### src/hw/bms_defines.svh
// Constants of the battery monitor configuration and status bank
// Assumes a 10 MHz system clock and byte-wide register addresses
`ifndef BMS_DEFINES_SVH
`define BMS_DEFINES_SVH

// Clock rate
`define CLK_FREQ_MHZ 10

// Register addresses
`define REG_CHARGE_CONFIG_STATUS 8'h01
`define REG_EEPROM_CONTROL 8'h07

// Lockable EEPROM layout
`define EE_FIRST_ADDR 8'h20
`define EE_LAST_ADDR 8'h47
`define EE_BLK1_ADDR 8'h30
`define EE_BLK2_ADDR 8'h40
`define EE_STATUS_INIT_ADDR 8'h31
`define EE_BYTES 40
`define EE_BLK_BYTES 16

// Status register fields
`define CS_CHARGE_HI 7
`define CS_CHARGE_LO 6
`define CS_SLEEP_EN 5
`define CS_READ_ID_SEL 4
`define CS_START_SRC 1
`define CS_CHEMISTRY 0
`define CS_CFG_MASK 8'h33
`define CS_RESET 8'h00

// Charge condition codes
`define CHG_NONE 2'h0
`define CHG_RUNNING 2'h1
`define CHG_SOURCE 2'h2
`define CHG_DONE 2'h3

// EEPROM control register fields
`define EC_COPY_BUSY 7
`define EC_LOCK_EN 6

// Command opcodes
`define OP_READ_ID_0 8'h33
`define OP_READ_ID_1 8'h39
`define OP_COPY 8'h48
`define OP_RECALL 8'hb8
`define OP_LOCK 8'h6a
`define OP_REFRESH 8'h63
`define OP_START_CHARGE 8'hb5
`define OP_STOP_CHARGE 8'hbe

// Timing: bus reset low time, sleep low time, EEPROM programming time
`define BUS_RESET_US 120
`define BUS_RESET_CYCLES (`BUS_RESET_US * `CLK_FREQ_MHZ)
`define SLEEP_LOW_MS 2000
`define SLEEP_LOW_CYCLES (`SLEEP_LOW_MS * 1000 * `CLK_FREQ_MHZ)
`define EE_PROG_US 10000
`define EE_PROG_CYCLES (`EE_PROG_US * `CLK_FREQ_MHZ)

`endif

### src/hw/bms_pkg.sv
// Types shared by the battery monitor configuration and status bank
// Assumes nothing beyond byte-wide commands and addresses
package bms_pkg;

    // Decoded function command with its address byte
    typedef struct packed {
        logic valid;
        logic [7:0] opcode;
        logic [7:0] addr;
    } cmd_s;

    // One complete byte written by the host
    typedef struct packed {
        logic valid;
        logic [7:0] addr;
        logic [7:0] data;
    } mem_wr_s;

    // EEPROM programming engine
    typedef enum logic [1:0] {EE_IDLE, EE_COPY, EE_LOCK} ee_state_e;

endpackage

### src/hw/battery_monitor_config_status.sv
// Configuration and status register bank of the battery monitor
// Assumes a bit-level bus engine that decodes commands and whole bytes,
// a charger core that reports progress, and a 10 MHz clock
`timescale 1ns/100ps
`include "bms_defines.svh"
module battery_monitor_config_status
    import bms_pkg::*;
#(
    parameter int unsigned SLEEP_CYCLES = `SLEEP_LOW_CYCLES,
    parameter int unsigned EE_PROG_CYCLES = `EE_PROG_CYCLES
)
(
    // Clock and reset
    input wire logic clk,
    input wire logic rst_n,
    // Shared data line, open drain
    input wire logic dq_i,
    output logic dq_o,
    output logic dq_oe,
    input wire logic dq_pull_low,
    // Decoded commands and memory bytes from the bus engine
    input wire cmd_s cmd,
    input wire mem_wr_s mem_wr,
    input wire logic rd_req,
    input wire logic [7:0] rd_addr,
    output logic rd_valid,
    output logic [7:0] rd_data,
    // Network layer support
    output logic [7:0] read_id_opcode,
    output logic [63:0] net_address,
    output logic bus_reset,
    output logic sleep_mode,
    // Charger core
    input wire logic charge_supply_input,
    input wire logic charging,
    input wire logic charge_complete,
    output logic charge_start_req,
    output logic charge_stop_req,
    output logic nimh_select
);

    ////////////////////////////////////////////////////////////////////////////

    localparam logic [24:0] SLEEP_CNT = 25'(SLEEP_CYCLES);
    localparam logic [24:0] BUS_RESET_CNT = 25'(`BUS_RESET_CYCLES);
    localparam logic [31:0] EE_LAST = 32'(EE_PROG_CYCLES - 1);
    localparam logic [7:0] STATUS_OFF = `EE_STATUS_INIT_ADDR - `EE_FIRST_ADDR;

    // Address lies in lockable EEPROM
    function automatic logic in_ee(input logic [7:0] a);
        return (a >= `EE_FIRST_ADDR) && (a <= `EE_LAST_ADDR);
    endfunction

    // Block number of an EEPROM address
    function automatic logic [1:0] blk_of(input logic [7:0] a);
        if (a < `EE_BLK1_ADDR)
            return 2'h0;
        else if (a < `EE_BLK2_ADDR)
            return 2'h1;
        else
            return 2'h2;
    endfunction

    logic dq_sync;
    logic supply_sync;
    logic [24:0] lo_cnt_r;
    logic bus_reset_r;
    logic sleep_r;
    logic load_pend_r;
    logic [7:0] cfg_r;
    logic done_r;
    logic [1:0] charge_state;
    logic [7:0] status_byte;
    logic [7:0] control_byte;
    logic supply_prev_r;
    logic start_r;
    logic stop_r;
    ee_state_e ee_state_r;
    logic [31:0] ee_cnt_r;
    logic [1:0] ee_blk_r;
    logic [2:0] locked_r;
    logic lock_en_r;
    logic [7:0] shadow_r [`EE_BYTES];
    logic [7:0] ee_r [`EE_BYTES];
    logic [7:0] wr_off;
    logic [7:0] rd_off;
    logic [7:0] rd_mux;
    logic rd_valid_r;
    logic [7:0] rd_data_r;
    logic status_wr;
    logic control_wr;
    logic refresh;
    logic cmd_blk_ok;
    logic copy_go;
    logic lock_go;
    logic recall_go;
    logic ee_done;
    logic ee_wr_ok;
    logic copy_busy;

    ////////////////////////////////////////////////////////////////////////////

    // Pins from outside the clock domain
    pin_sync #(.RESET_VAL(1'b1)) u_dq_sync
    (
        .clk(clk),
        .rst_n(rst_n),
        .pin(dq_i),
        .level(dq_sync)
    );

    pin_sync #(.RESET_VAL(1'b0)) u_supply_sync
    (
        .clk(clk),
        .rst_n(rst_n),
        .pin(charge_supply_input),
        .level(supply_sync)
    );

    net_address_rom u_net_address
    (
        .clk(clk),
        .rst_n(rst_n),
        .net_address(net_address)
    );

    assign dq_o = 1'b0;
    assign dq_oe = dq_pull_low;

    ////////////////////////////////////////////////////////////////////////////

    // Length of the current low period, saturating
    always_ff @(posedge clk)
    begin
        if (!rst_n)
            lo_cnt_r <= 25'h0;
        else if (dq_sync)
            lo_cnt_r <= 25'h0;
        else if (lo_cnt_r != SLEEP_CNT)
            lo_cnt_r <= lo_cnt_r + 25'h1;
    end

    always_ff @(posedge clk)
    begin
        if (!rst_n)
            bus_reset_r <= 1'b0;
        else
            bus_reset_r <= !dq_sync && (lo_cnt_r == BUS_RESET_CNT);
    end

    always_ff @(posedge clk)
    begin
        if (!rst_n)
            sleep_r <= 1'b0;
        else if (cfg_r[`CS_SLEEP_EN] && dq_sync)
            sleep_r <= 1'b0;
        else if (cfg_r[`CS_SLEEP_EN] && (lo_cnt_r == SLEEP_CNT))
            sleep_r <= 1'b1;
    end

    assign bus_reset = bus_reset_r;
    assign sleep_mode = sleep_r;

    ////////////////////////////////////////////////////////////////////////////

    // Decoded accesses
    assign status_wr = mem_wr.valid && (mem_wr.addr == `REG_CHARGE_CONFIG_STATUS);
    assign control_wr = mem_wr.valid && (mem_wr.addr == `REG_EEPROM_CONTROL);
    assign refresh = cmd.valid && (cmd.opcode == `OP_REFRESH);

    // Power-up load one cycle after reset release
    always_ff @(posedge clk)
    begin
        if (!rst_n)
            load_pend_r <= 1'b1;
        else
            load_pend_r <= 1'b0;
    end

    always_ff @(posedge clk)
    begin
        if (!rst_n)
            cfg_r <= `CS_RESET;
        else if (load_pend_r || refresh)
            cfg_r <= ee_r[STATUS_OFF[5:0]] & `CS_CFG_MASK;
    end

    always_ff @(posedge clk)
    begin
        if (!rst_n)
            done_r <= 1'b0;
        else if (charge_complete)
            done_r <= 1'b1;
        else if (status_wr)
            done_r <= 1'b0;
    end

    always_comb
    begin
        if (done_r)
            charge_state = `CHG_DONE;
        else if (charging)
            charge_state = `CHG_RUNNING;
        else if (supply_sync)
            charge_state = `CHG_SOURCE;
        else
            charge_state = `CHG_NONE;
    end

    assign status_byte = {charge_state, cfg_r[5:0]};

    assign read_id_opcode = cfg_r[`CS_READ_ID_SEL] ? `OP_READ_ID_1 : `OP_READ_ID_0;

    assign nimh_select = cfg_r[`CS_CHEMISTRY];

    ////////////////////////////////////////////////////////////////////////////

    always_ff @(posedge clk)
    begin
        if (!rst_n)
        begin
            supply_prev_r <= 1'b0;
            start_r <= 1'b0;
            stop_r <= 1'b0;
        end
        else
        begin
            supply_prev_r <= supply_sync;
            start_r <= (cmd.valid && (cmd.opcode == `OP_START_CHARGE))
                || (cfg_r[`CS_START_SRC] && supply_sync && !supply_prev_r);
            stop_r <= cmd.valid && (cmd.opcode == `OP_STOP_CHARGE);
        end
    end

    assign charge_start_req = start_r;
    assign charge_stop_req = stop_r;

    ////////////////////////////////////////////////////////////////////////////

    // Command acceptance for the EEPROM engine
    assign cmd_blk_ok = cmd.valid && in_ee(cmd.addr) && !locked_r[blk_of(cmd.addr)];
    assign copy_go = cmd_blk_ok && (cmd.opcode == `OP_COPY) && (ee_state_r == EE_IDLE);
    assign lock_go = cmd_blk_ok && (cmd.opcode == `OP_LOCK) && lock_en_r
        && (ee_state_r == EE_IDLE);
    assign recall_go = cmd.valid && in_ee(cmd.addr) && (cmd.opcode == `OP_RECALL)
        && (ee_state_r == EE_IDLE);
    assign ee_done = (ee_state_r != EE_IDLE) && (ee_cnt_r == EE_LAST);
    assign copy_busy = (ee_state_r == EE_COPY);

    // Programming engine for copy and lock
    always_ff @(posedge clk)
    begin
        if (!rst_n)
        begin
            ee_state_r <= EE_IDLE;
            ee_cnt_r <= 32'h0;
            ee_blk_r <= 2'h0;
        end
        else
        begin
            case (ee_state_r)
                EE_IDLE:
                begin
                    ee_cnt_r <= 32'h0;
                    ee_blk_r <= blk_of(cmd.addr);
                    if (copy_go)
                        ee_state_r <= EE_COPY;
                    else if (lock_go)
                        ee_state_r <= EE_LOCK;
                end
                EE_COPY, EE_LOCK:
                begin
                    if (ee_cnt_r == EE_LAST)
                        ee_state_r <= EE_IDLE;
                    else
                        ee_cnt_r <= ee_cnt_r + 32'h1;
                end
                default:
                    ee_state_r <= EE_IDLE;
            endcase
        end
    end

    always_ff @(posedge clk)
    begin
        if (!rst_n)
            locked_r <= 3'h0;
        else if (ee_done && (ee_state_r == EE_LOCK))
            locked_r[ee_blk_r] <= 1'b1;
    end

    always_ff @(posedge clk)
    begin
        if (!rst_n)
            lock_en_r <= 1'b0;
        else if (control_wr)
            lock_en_r <= mem_wr.data[`EC_LOCK_EN];
        else if (cmd.valid)
            lock_en_r <= 1'b0;
    end

    assign control_byte = {copy_busy, lock_en_r, 3'h0, locked_r};

    ////////////////////////////////////////////////////////////////////////////

    assign wr_off = mem_wr.addr - `EE_FIRST_ADDR;
    assign ee_wr_ok = mem_wr.valid && in_ee(mem_wr.addr)
        && !locked_r[blk_of(mem_wr.addr)] && !copy_busy;

    // Shadow and EEPROM bytes, one pair per entry
    for (genvar i = 0; i < `EE_BYTES; i++)
    begin : g_ee
        localparam logic [1:0] BLK = 2'(i / `EE_BLK_BYTES);

        // Shadow byte: recall or host write
        always_ff @(posedge clk)
        begin
            if (!rst_n)
                shadow_r[i] <= 8'h00;
            else if (recall_go && (blk_of(cmd.addr) == BLK))
                shadow_r[i] <= ee_r[i];
            else if (ee_wr_ok && (wr_off[5:0] == 6'(i)))
                shadow_r[i] <= mem_wr.data;
        end

        // Non-volatile byte: end of copy
        always_ff @(posedge clk)
        begin
            if (!rst_n)
                ee_r[i] <= 8'h00;
            else if (ee_done && copy_busy && (ee_blk_r == BLK))
                ee_r[i] <= shadow_r[i];
        end
    end

    ////////////////////////////////////////////////////////////////////////////

    // Read data selection
    assign rd_off = rd_addr - `EE_FIRST_ADDR;

    always_comb
    begin
        if (rd_addr == `REG_CHARGE_CONFIG_STATUS)
            rd_mux = status_byte;
        else if (rd_addr == `REG_EEPROM_CONTROL)
            rd_mux = control_byte;
        else if (in_ee(rd_addr))
            rd_mux = shadow_r[rd_off[5:0]];
        else
            rd_mux = 8'h00;
    end

    // Read answer one cycle after request
    always_ff @(posedge clk)
    begin
        if (!rst_n)
        begin
            rd_valid_r <= 1'b0;
            rd_data_r <= 8'h00;
        end
        else
        begin
            rd_valid_r <= rd_req;
            if (rd_req)
                rd_data_r <= rd_mux;
        end
    end

    assign rd_valid = rd_valid_r;
    assign rd_data = rd_data_r;
endmodule // battery_monitor_config_status

### src/hw/net_address_rom.sv
// Fixed 64-bit net address: family code, serial number, check byte
// Assumes the check byte is programmed together with the serial
`timescale 1ns/100ps
module net_address_rom #(
    // Arbitrary neutral values
    parameter logic [7:0] FAMILY_CODE = 8'h5a,
    parameter logic [47:0] SERIAL_NUMBER = 48'h0123_4567_89ab,
    parameter logic [7:0] ADDR_CRC = 8'h00
)
(
    // Clock and reset
    input wire logic clk,
    input wire logic rst_n,
    // Address, family code in the low byte
    output logic [63:0] net_address
);

    logic [63:0] addr_r;

    always_ff @(posedge clk)
    begin
        if (!rst_n)
            addr_r <= {ADDR_CRC, SERIAL_NUMBER, FAMILY_CODE};
    end

    assign net_address = addr_r;
endmodule // net_address_rom

### src/hw/pin_sync.sv
// Three-stage synchroniser for a pin from outside the clock domain
// Assumes a slowly changing level; a change counts once stages agree
`timescale 1ns/100ps
module pin_sync #(
    parameter logic RESET_VAL = 1'b0
)
(
    // Clock and reset
    input wire logic clk,
    input wire logic rst_n,
    // Pin and clean level
    input wire logic pin,
    output logic level
);

    logic s1_r;
    logic s2_r;
    logic s3_r;
    logic level_r;

    // Sampling chain
    always_ff @(posedge clk)
    begin
        if (!rst_n)
        begin
            s1_r <= RESET_VAL;
            s2_r <= RESET_VAL;
            s3_r <= RESET_VAL;
        end
        else
        begin
            s1_r <= pin;
            s2_r <= s1_r;
            s3_r <= s2_r;
        end
    end

    // Accept a new level only when the last two stages agree
    always_ff @(posedge clk)
    begin
        if (!rst_n)
            level_r <= RESET_VAL;
        else if (s2_r == s3_r)
            level_r <= s3_r;
    end

    assign level = level_r;

endmodule // pin_sync

### config.mk
export PLATFORM = sky130hd
export DESIGN_NAME = battery_monitor_config_status
export DESIGN_NICKNAME = d
export VERILOG_FILES = /design/src/hw/bms_pkg.sv /design/src/hw/battery_monitor_config_status.sv /design/src/hw/net_address_rom.sv /design/src/hw/pin_sync.sv
export VERILOG_INCLUDE_DIRS = /design/src /design/src/hw
export SDC_FILE = /design/constraint.sdc
export NUM_CORES = 1
export LEC_CHECK = 0
export BUFFER_PORTS_ARGS = -buffer_cell sky130_fd_sc_hd__buf_2
export CAP_MARGIN = 25
export CORE_UTILIZATION = 38
export DETAILED_ROUTE_END_ITERATION = 16
export SYNTH_ARGS = -nofsm -noshare
export SYNTH_HDL_FRONTEND = slang
export SYNTH_SLANG_ARGS = --single-unit
### constraint.sdc
create_clock -name clk -period 16.85 [get_ports clk]
set_clock_uncertainty 0.15 [all_clocks]
set_input_delay 1.685 -clock clk [delete_from_list [all_inputs] [get_ports clk]]
set_output_delay 1.685 -clock clk [all_outputs]
set_load 0.01 [all_outputs]
==> results of run 1 <==
through the flow:
step | worst slack [ns] | instances | hold WS, ns
3_3_place_gp | 11.82 | 3422 | 0.262
5_1_grt | 12.24 | 3577 | 0.301
6_report | 12.42 | 3580 | 0.273
4_1_cts | 12.49 | 3571 | 0.275
2_1_floorplan | 5.20 | 2396 | 0.236
3_5_place_dp | 11.82 | 3429 | 0.259
cells by family after synthesis:
kind of cell    synth area share
compound gates             0.117
xor+xnor                 0.00577
fa+ha+maj                0.00225
buf+inv                   0.0415
flops                      0.631
mux                       0.0685
other cells             0.000225
simple gates               0.134
sequential cells by signal, indices dropped and copies added, names as in the netlist, 2 cells and up:
| name | flops |
|---|---|
| ee_cnt_r | 32 |
| ee_r | 320 |
| cfg_r | 4 |
| locked_r | 3 |
| rd_data | 8 |
| shadow_r | 320 |
| ee_blk_r | 2 |
| lo_cnt_r | 25 |
| ee_state_r | 2 |
cells in the mapped netlist, drive strengths merged, types with 4 or more instances:
cell,instances,area (µm²)
nand2,51,191
buf,121,807
or2,10,62.6
clkbuf,120,467
a22o,323,2830
edfxtp,640,19200
nor2b,10,62.6
and2,328,2050
or4,13,97.6
mux4,87,1960
nand2b,24,150
nand3b,5,37.5
nor4,43,553
mux2,6,67.6
nor4b,9,113
o31ai,15,126
nand3,23,128
or3,12,75.1
o21ai,50,254
a31oi,7,43.8
mux2i,26,260
and4,10,87.6
nor3,31,246
inv,30,113
a21oi,42,210
a22oi,4,30.0
o211ai,6,45.0
nor2,67,251
nand4,35,238
and3,5,31.3
ha,6,75.1
a211oi,10,75.1
o311ai,5,51.3
dfxtp,93,1860
xor2,6,52.6
xnor2,16,140
power by group:
group          switching [mW]  total, mW  internal [mW]
Sequential             0.0308       2.07           2.04
Combinational           0.131      0.187         0.0566
Clock                   0.747       1.87           1.13
layer usage:
layer  share of wire  track usage
met2            0.43        0.274
met1            0.45        0.288
met3           0.093       0.0483
met5          0.0010            0
met4           0.023       0.0540
worst max-delay path by stage:
stage	startpoint	endpoint	slack, ns
after global placement	rd_addr[0]	rd_data[6]	11.82
after CTS	rd_addr[0]	rd_data[6]	12.49
final	rst_n	shadow_r[14][0]	12.42
after detailed placement	rd_addr[0]	rd_data[6]	11.82
after global routing	rst_n	shadow_r[12][5]	12.24
after floorplan	ee_cnt_r[0]	ee_r[0][0]	5.20
area by class of cell:
| class | instances | area (µm²) |
|---|---|---|
| sequential | 733 | 21100 |
| clock buffer | 90 | 2090 |
| tap | 1155 | 1450 |
| antenna | 4 | 10.0 |
| fill | 7739 | 49400 |
| multi-input combinational | 1392 | 11200 |
| timing repair buffer | 124 | 862 |
| inverter | 30 | 113 |
| clock inverter | 52 | 689 |
critical path, delay by kind of cell:
family          cells  cell delay (ns)
simple gates        1             0.33
buf+inv             5             2.31
compound gates      1             0.28
==> results.toml, run 1 <==
[grt]
grt_pass1_vias = 20300
grt_usage = 0.192
grt_pass1_wl_um = 131000
grt_max_degree = 89
gr-total-overflow = 0
antenna_found_initial = 13

[clock_network]
max-clock-path-buffers = 3
cts_sinks = 733
post_cts_resized = 0
clk_pin_slew_ns = 0.06
cts_made_buffers = 78
clkLatencyLatePin_ns = 0.63
cts_tree = "yes"
htree_levels = 3
cts_setup_buffers = 0
cts_root_buffer = "clkbuf_16"
ctsHoldBuffers = 0

[timing]
setup_tns_ns = 0
maxSlewViolCount = 0
finalHoldViolCount = 0
setup_viol = 0
rsz0062_at_grt = "no"
slew_headroom = 0.267
max_freq_mhz = 226
worstMarginPinSlew_ns = 1.09
final.period_utilization = 0.263
min_period_ns = 4.43

[route]
num_vias = 20800
first_pass_iters = 5
routedWlPerCell_um = 24.1
viasPerCell = 5.80
drtIter0Drc = 2275
drcViolationCount = 0
drtAntennaViolNets = 0
wl_um = 86400

[critical_path]
cp.arrival_ns = 4.77
startpoint_type = "primary input"
ff2ff_setup_slack_ns = 12.81
r2r_start = "ee_cnt_r[0]"
slowest_delay_ns = 0.84
reg2reg_to = "ee_r[3][42]"
endpoint_kind = "flip-flop"
cpMaxStageDelayCell = "buf_4"
crit_chain = "buf_2 > inv_2 > buf_4 > nor4_2 > buf_4 > buf_4 > a22o_1"
crit_path_frequent_cell = "buf_4"
worstPathRequired_ns = 17.18
rr_worst_depth = 7
crit_type = "primary input to flip-flop"
cp_max_fo = 86

[worst_hold_path]
holdPathStages = 1
hold_class = "flip-flop to flip-flop"
holdPathEnd = "u_dq_sync.s2_r"
hp-start = "u_dq_sync.s1_r"

[synth]
synth_cell_type_count = 77
synth_area_um2 = 33400
synthCells = 2327
synth_seq_cells = 733
synth_flop_cell = "edfxtp_1"
synth.yosys.warnings = 0
ys_async_sr_fraction = 0
synth_edf_count = 640
syn_area_per_cell_um2 = 14.3
synth-seq-area-share = 0.631

[power_and_ir_drop]
ir_drop_mv = 0.0840
power.density_nw_per_um2 = 110
p_total_mw = 4.13
leakage_nw = 12.8

[die]
fp.coreArea_um2 = 86900
num_rows = 108
initial_core_util = 0.384
ios = 138
fp.dieH_um = 298
die-area_um2 = 89000
die_w_um = 298

[final_layout]
stdcell_area_um2 = 37500
postLayoutCoreUtil = 0.432
fin_nets = 2415
syn2layout_area_growth_pct = 12.4
final_cell_mix = "640 x edfxtp_1, 328 x and2_1, 323 x a22o_1"
final_common_cell = "edfxtp_1"
layout-drive-gt1-share = 0.171

[place]
io_buffers = 61
dp_hpwl_um = 52600
globalplace.congestion = 0.857
place_area_um2 = 34700

[outcome]
outcome = "finished, final reports clean"

[job]
maxCapViolCount = 0
Power figures use the tool's default switching activity.
==> inputs of run 2 (changes only) <==
- ABC_AREA: default -> 1
- clock period: 16.85 -> 3.8 ns (I/O delays scaled with it)
==> run 2 against run 1 <==
Final area grew 4.8%; first-iteration DRC count grew 15%; routed wire length grew 20%; flip-flop and latch count is the same; register-to-register slack lost 12 ns; power grew to 4.4 times the previous value; combinational power grew to 5.7 times the previous value; non-clock buffer count grew 51; sequential power grew to 4.4 times the previous value; synthesized area grew 4.6%; core utilization grew 0.25 points; via count grew 29%; critical path type is now flip-flop to flip-flop.
==> results.toml, run 2 <==
[grt]
antenna_found_initial = 10
gr-total-overflow = 0
grt_pass1_vias = 25400
gr-max-usage-layer = "met2"
use_met3 = 0.0575
met2_usage = 0.329
grt_max_degree = 129
grt_pass1_wl_um = 157000
grt_usage = 0.221
grtUsageMet1 = 0.313

[route]
viasPerCell = 5.27
drcViolationCount = 0
wl_um = 104000
first_pass_iters = 8
drtAntennaViolNets = 0
drtIter0Drc = 2609
routedWlPerCell_um = 20.4
num_vias = 26800

[clock_network]
cts_root_buffer = "clkbuf_16"
cts_sinks = 733
clkLatencyLatePin_ns = 0.66
max-clock-path-buffers = 3
htree_levels = 3
cts_made_buffers = 81
post_cts_resized = 0
clk_pin_slew_ns = 0.06
cts_tree = "yes"

[synth]
synthDominantCellAreaShare = 0.550
yosysTopAreaCell = "edfxtp_1"
synth_edf_count = 640
syn_area_per_cell_um2 = 9.21
synth_area_um2 = 34900
synth_cell_type_count = 49
yosysMostFrequentCell = "nand2_1"
ys_top_cells_by_count = "720 x nand2_1, 640 x edfxtp_1, 557 x inv_1, 424 x nor2_1, 398 x o21ai_0"
synth.yosys.warnings = 0
synth_area_leaders = "edfxtp_1 55%, nand2_1 7.7%, inv_1 6.0%"
synth_seq_cells = 733
ys_async_sr_fraction = 0
synthCells = 3793
synth_flop_cell = "edfxtp_1"
synth-seq-area-share = 0.603

[final_layout]
final_common_cell = "nand2_1"
multi_input_comb_area_um2 = 10600
syn2layout_area_growth_pct = 12.6
largestRegisters = "ee_r: 320 flops, shadow_r: 320 flops, ee_cnt_r: 32 flops"
ff_latch_area_um2 = 21100
fillCellCount = 8779
layout-drive-gt1-share = 0.0884
fin_nets = 3903
final_cell_mix = "715 x nand2_1, 640 x edfxtp_1, 557 x inv_1"

[critical_path]
endpoint_kind = "flip-flop"
cp.arrival_ns = 3.48
worstPathRequired_ns = 4.00
ff2ff_setup_slack_ns = 0.52
cp_max_fo = 17
crit_type = "flip-flop to flip-flop"
startpoint_type = "flip-flop"

[die]
initial_core_util = 0.386
num_rows = 110
ios = 138
die_w_um = 305
die-area_um2 = 93200
fp.coreArea_um2 = 90600
fp.dieH_um = 305

[outcome]
outcome = "finished, final reports clean"

[timing]
setup_slack_ns = 0.521
min_period_ns = 3.28
setup_tns_ns = 0
finalHoldViolCount = 0
maxSlewViolCount = 0
rsz0062_at_grt = "no"
setup_viol = 0
worstMarginPinSlew_ns = 0.986
slew_headroom = 0.340
max_freq_mhz = 305
final.period_utilization = 0.863

[job]
maxCapViolCount = 0

[power_and_ir_drop]
leakage_nw = 15.0
power.density_nw_per_um2 = 460
ir_drop_mv = 0.406

[place]
io_buffers = 61
globalplace.congestion = 0.924
dp_hpwl_um = 67800
dp_slack_ns = 0.540

[worst_hold_path]
hold_class = "primary input to flip-flop"
-- run 2: what timing repair did --
action                                 in CTS  in global routing
hold buffers                               12                  0
setup buffers                               0                  0
endpoints found under the hold margin       8                  0
-- run 2: stage by stage --
step                hold slack (ns)  std cells  power, mW   util  instance area (µm²)
global placement              0.246       4922       10.3  0.404                36500
detailed placement            0.261       4926       10.3  0.404                36600
global route                 0.0570       5092       18.6  0.434                39300
CTS                          0.0126       5089       18.1  0.434                39300
floorplan                     0.240       3862       9.90      -                35200
finish                       0.0606       5093       18.1  0.434                39300
-- run 2: power by group --
| group | leakage, nW | internal (mW) | total [mW] | switching (mW) |
|---|---|---|---|---|
| clock network | 1.28 | 4.47 | 7.88 | 3.41 |
| logic | 6.64 | 0.238 | 1.06 | 0.822 |
| registers | 7.12 | 9.02 | 9.14 | 0.116 |
| total | 15.0 | 13.7 | 18.1 | 4.35 |
-- run 2: cells by family after synthesis --
| logic type | count (synthesis) | synth area share |
|---|---|---|
| compound gates | 649 | 0.0977 |
| buf+inv | 846 | 0.104 |
| fa+ha+maj | 6 | 0.00215 |
| xor+xnor | 6 | 0.00150 |
| simple gates | 1551 | 0.191 |
| other cells | 2 | 0.000215 |
| flops | 733 | 0.603 |
-- run 2: cell type report --
| type | instances | share of cell area |
|---|---|---|
| multi-input combinational | 2283 | 0.269 |
| tap | 1176 | 0.0374 |
| clock buffer | 107 | 0.0561 |
| sequential | 733 | 0.536 |
| antenna | 2 | 0.000127 |
| inverter | 573 | 0.0547 |
| clock inverter | 44 | 0.0108 |
| timing repair buffer | 175 | 0.0355 |
-- run 2: routing by layer --
layer,wire [µm],share of wire
met5,88,0.00085
met4,3160,0.030
met3,10700,0.10
met2,45100,0.43
met1,44800,0.43
-- run 2: critical path, cell delays in order (launching register included) --
cell and delay (ns):
dfxtp_1 0.31, inv_1 0.10, ha_1 0.16, buf_4 0.18, inv_1 0.08, nor3_1 0.40
nand4_1 0.34, nand2_1 0.36, inv_1 0.10, buf_4 0.21, o21ai_0 0.28, buf_2 0.30
-- run 2: final timing paths --
path                                startpoint              to  cells past startpoint
worst max-delay path             ee_state_r[1]  shadow_r[6][5]                     11
worst min-delay path                mem_wr[16]          done_r                      4
worst max register to register   ee_state_r[1]  shadow_r[6][5]                     11
worst min register to register  u_dq_sync.s1_r  u_dq_sync.s2_r                      1
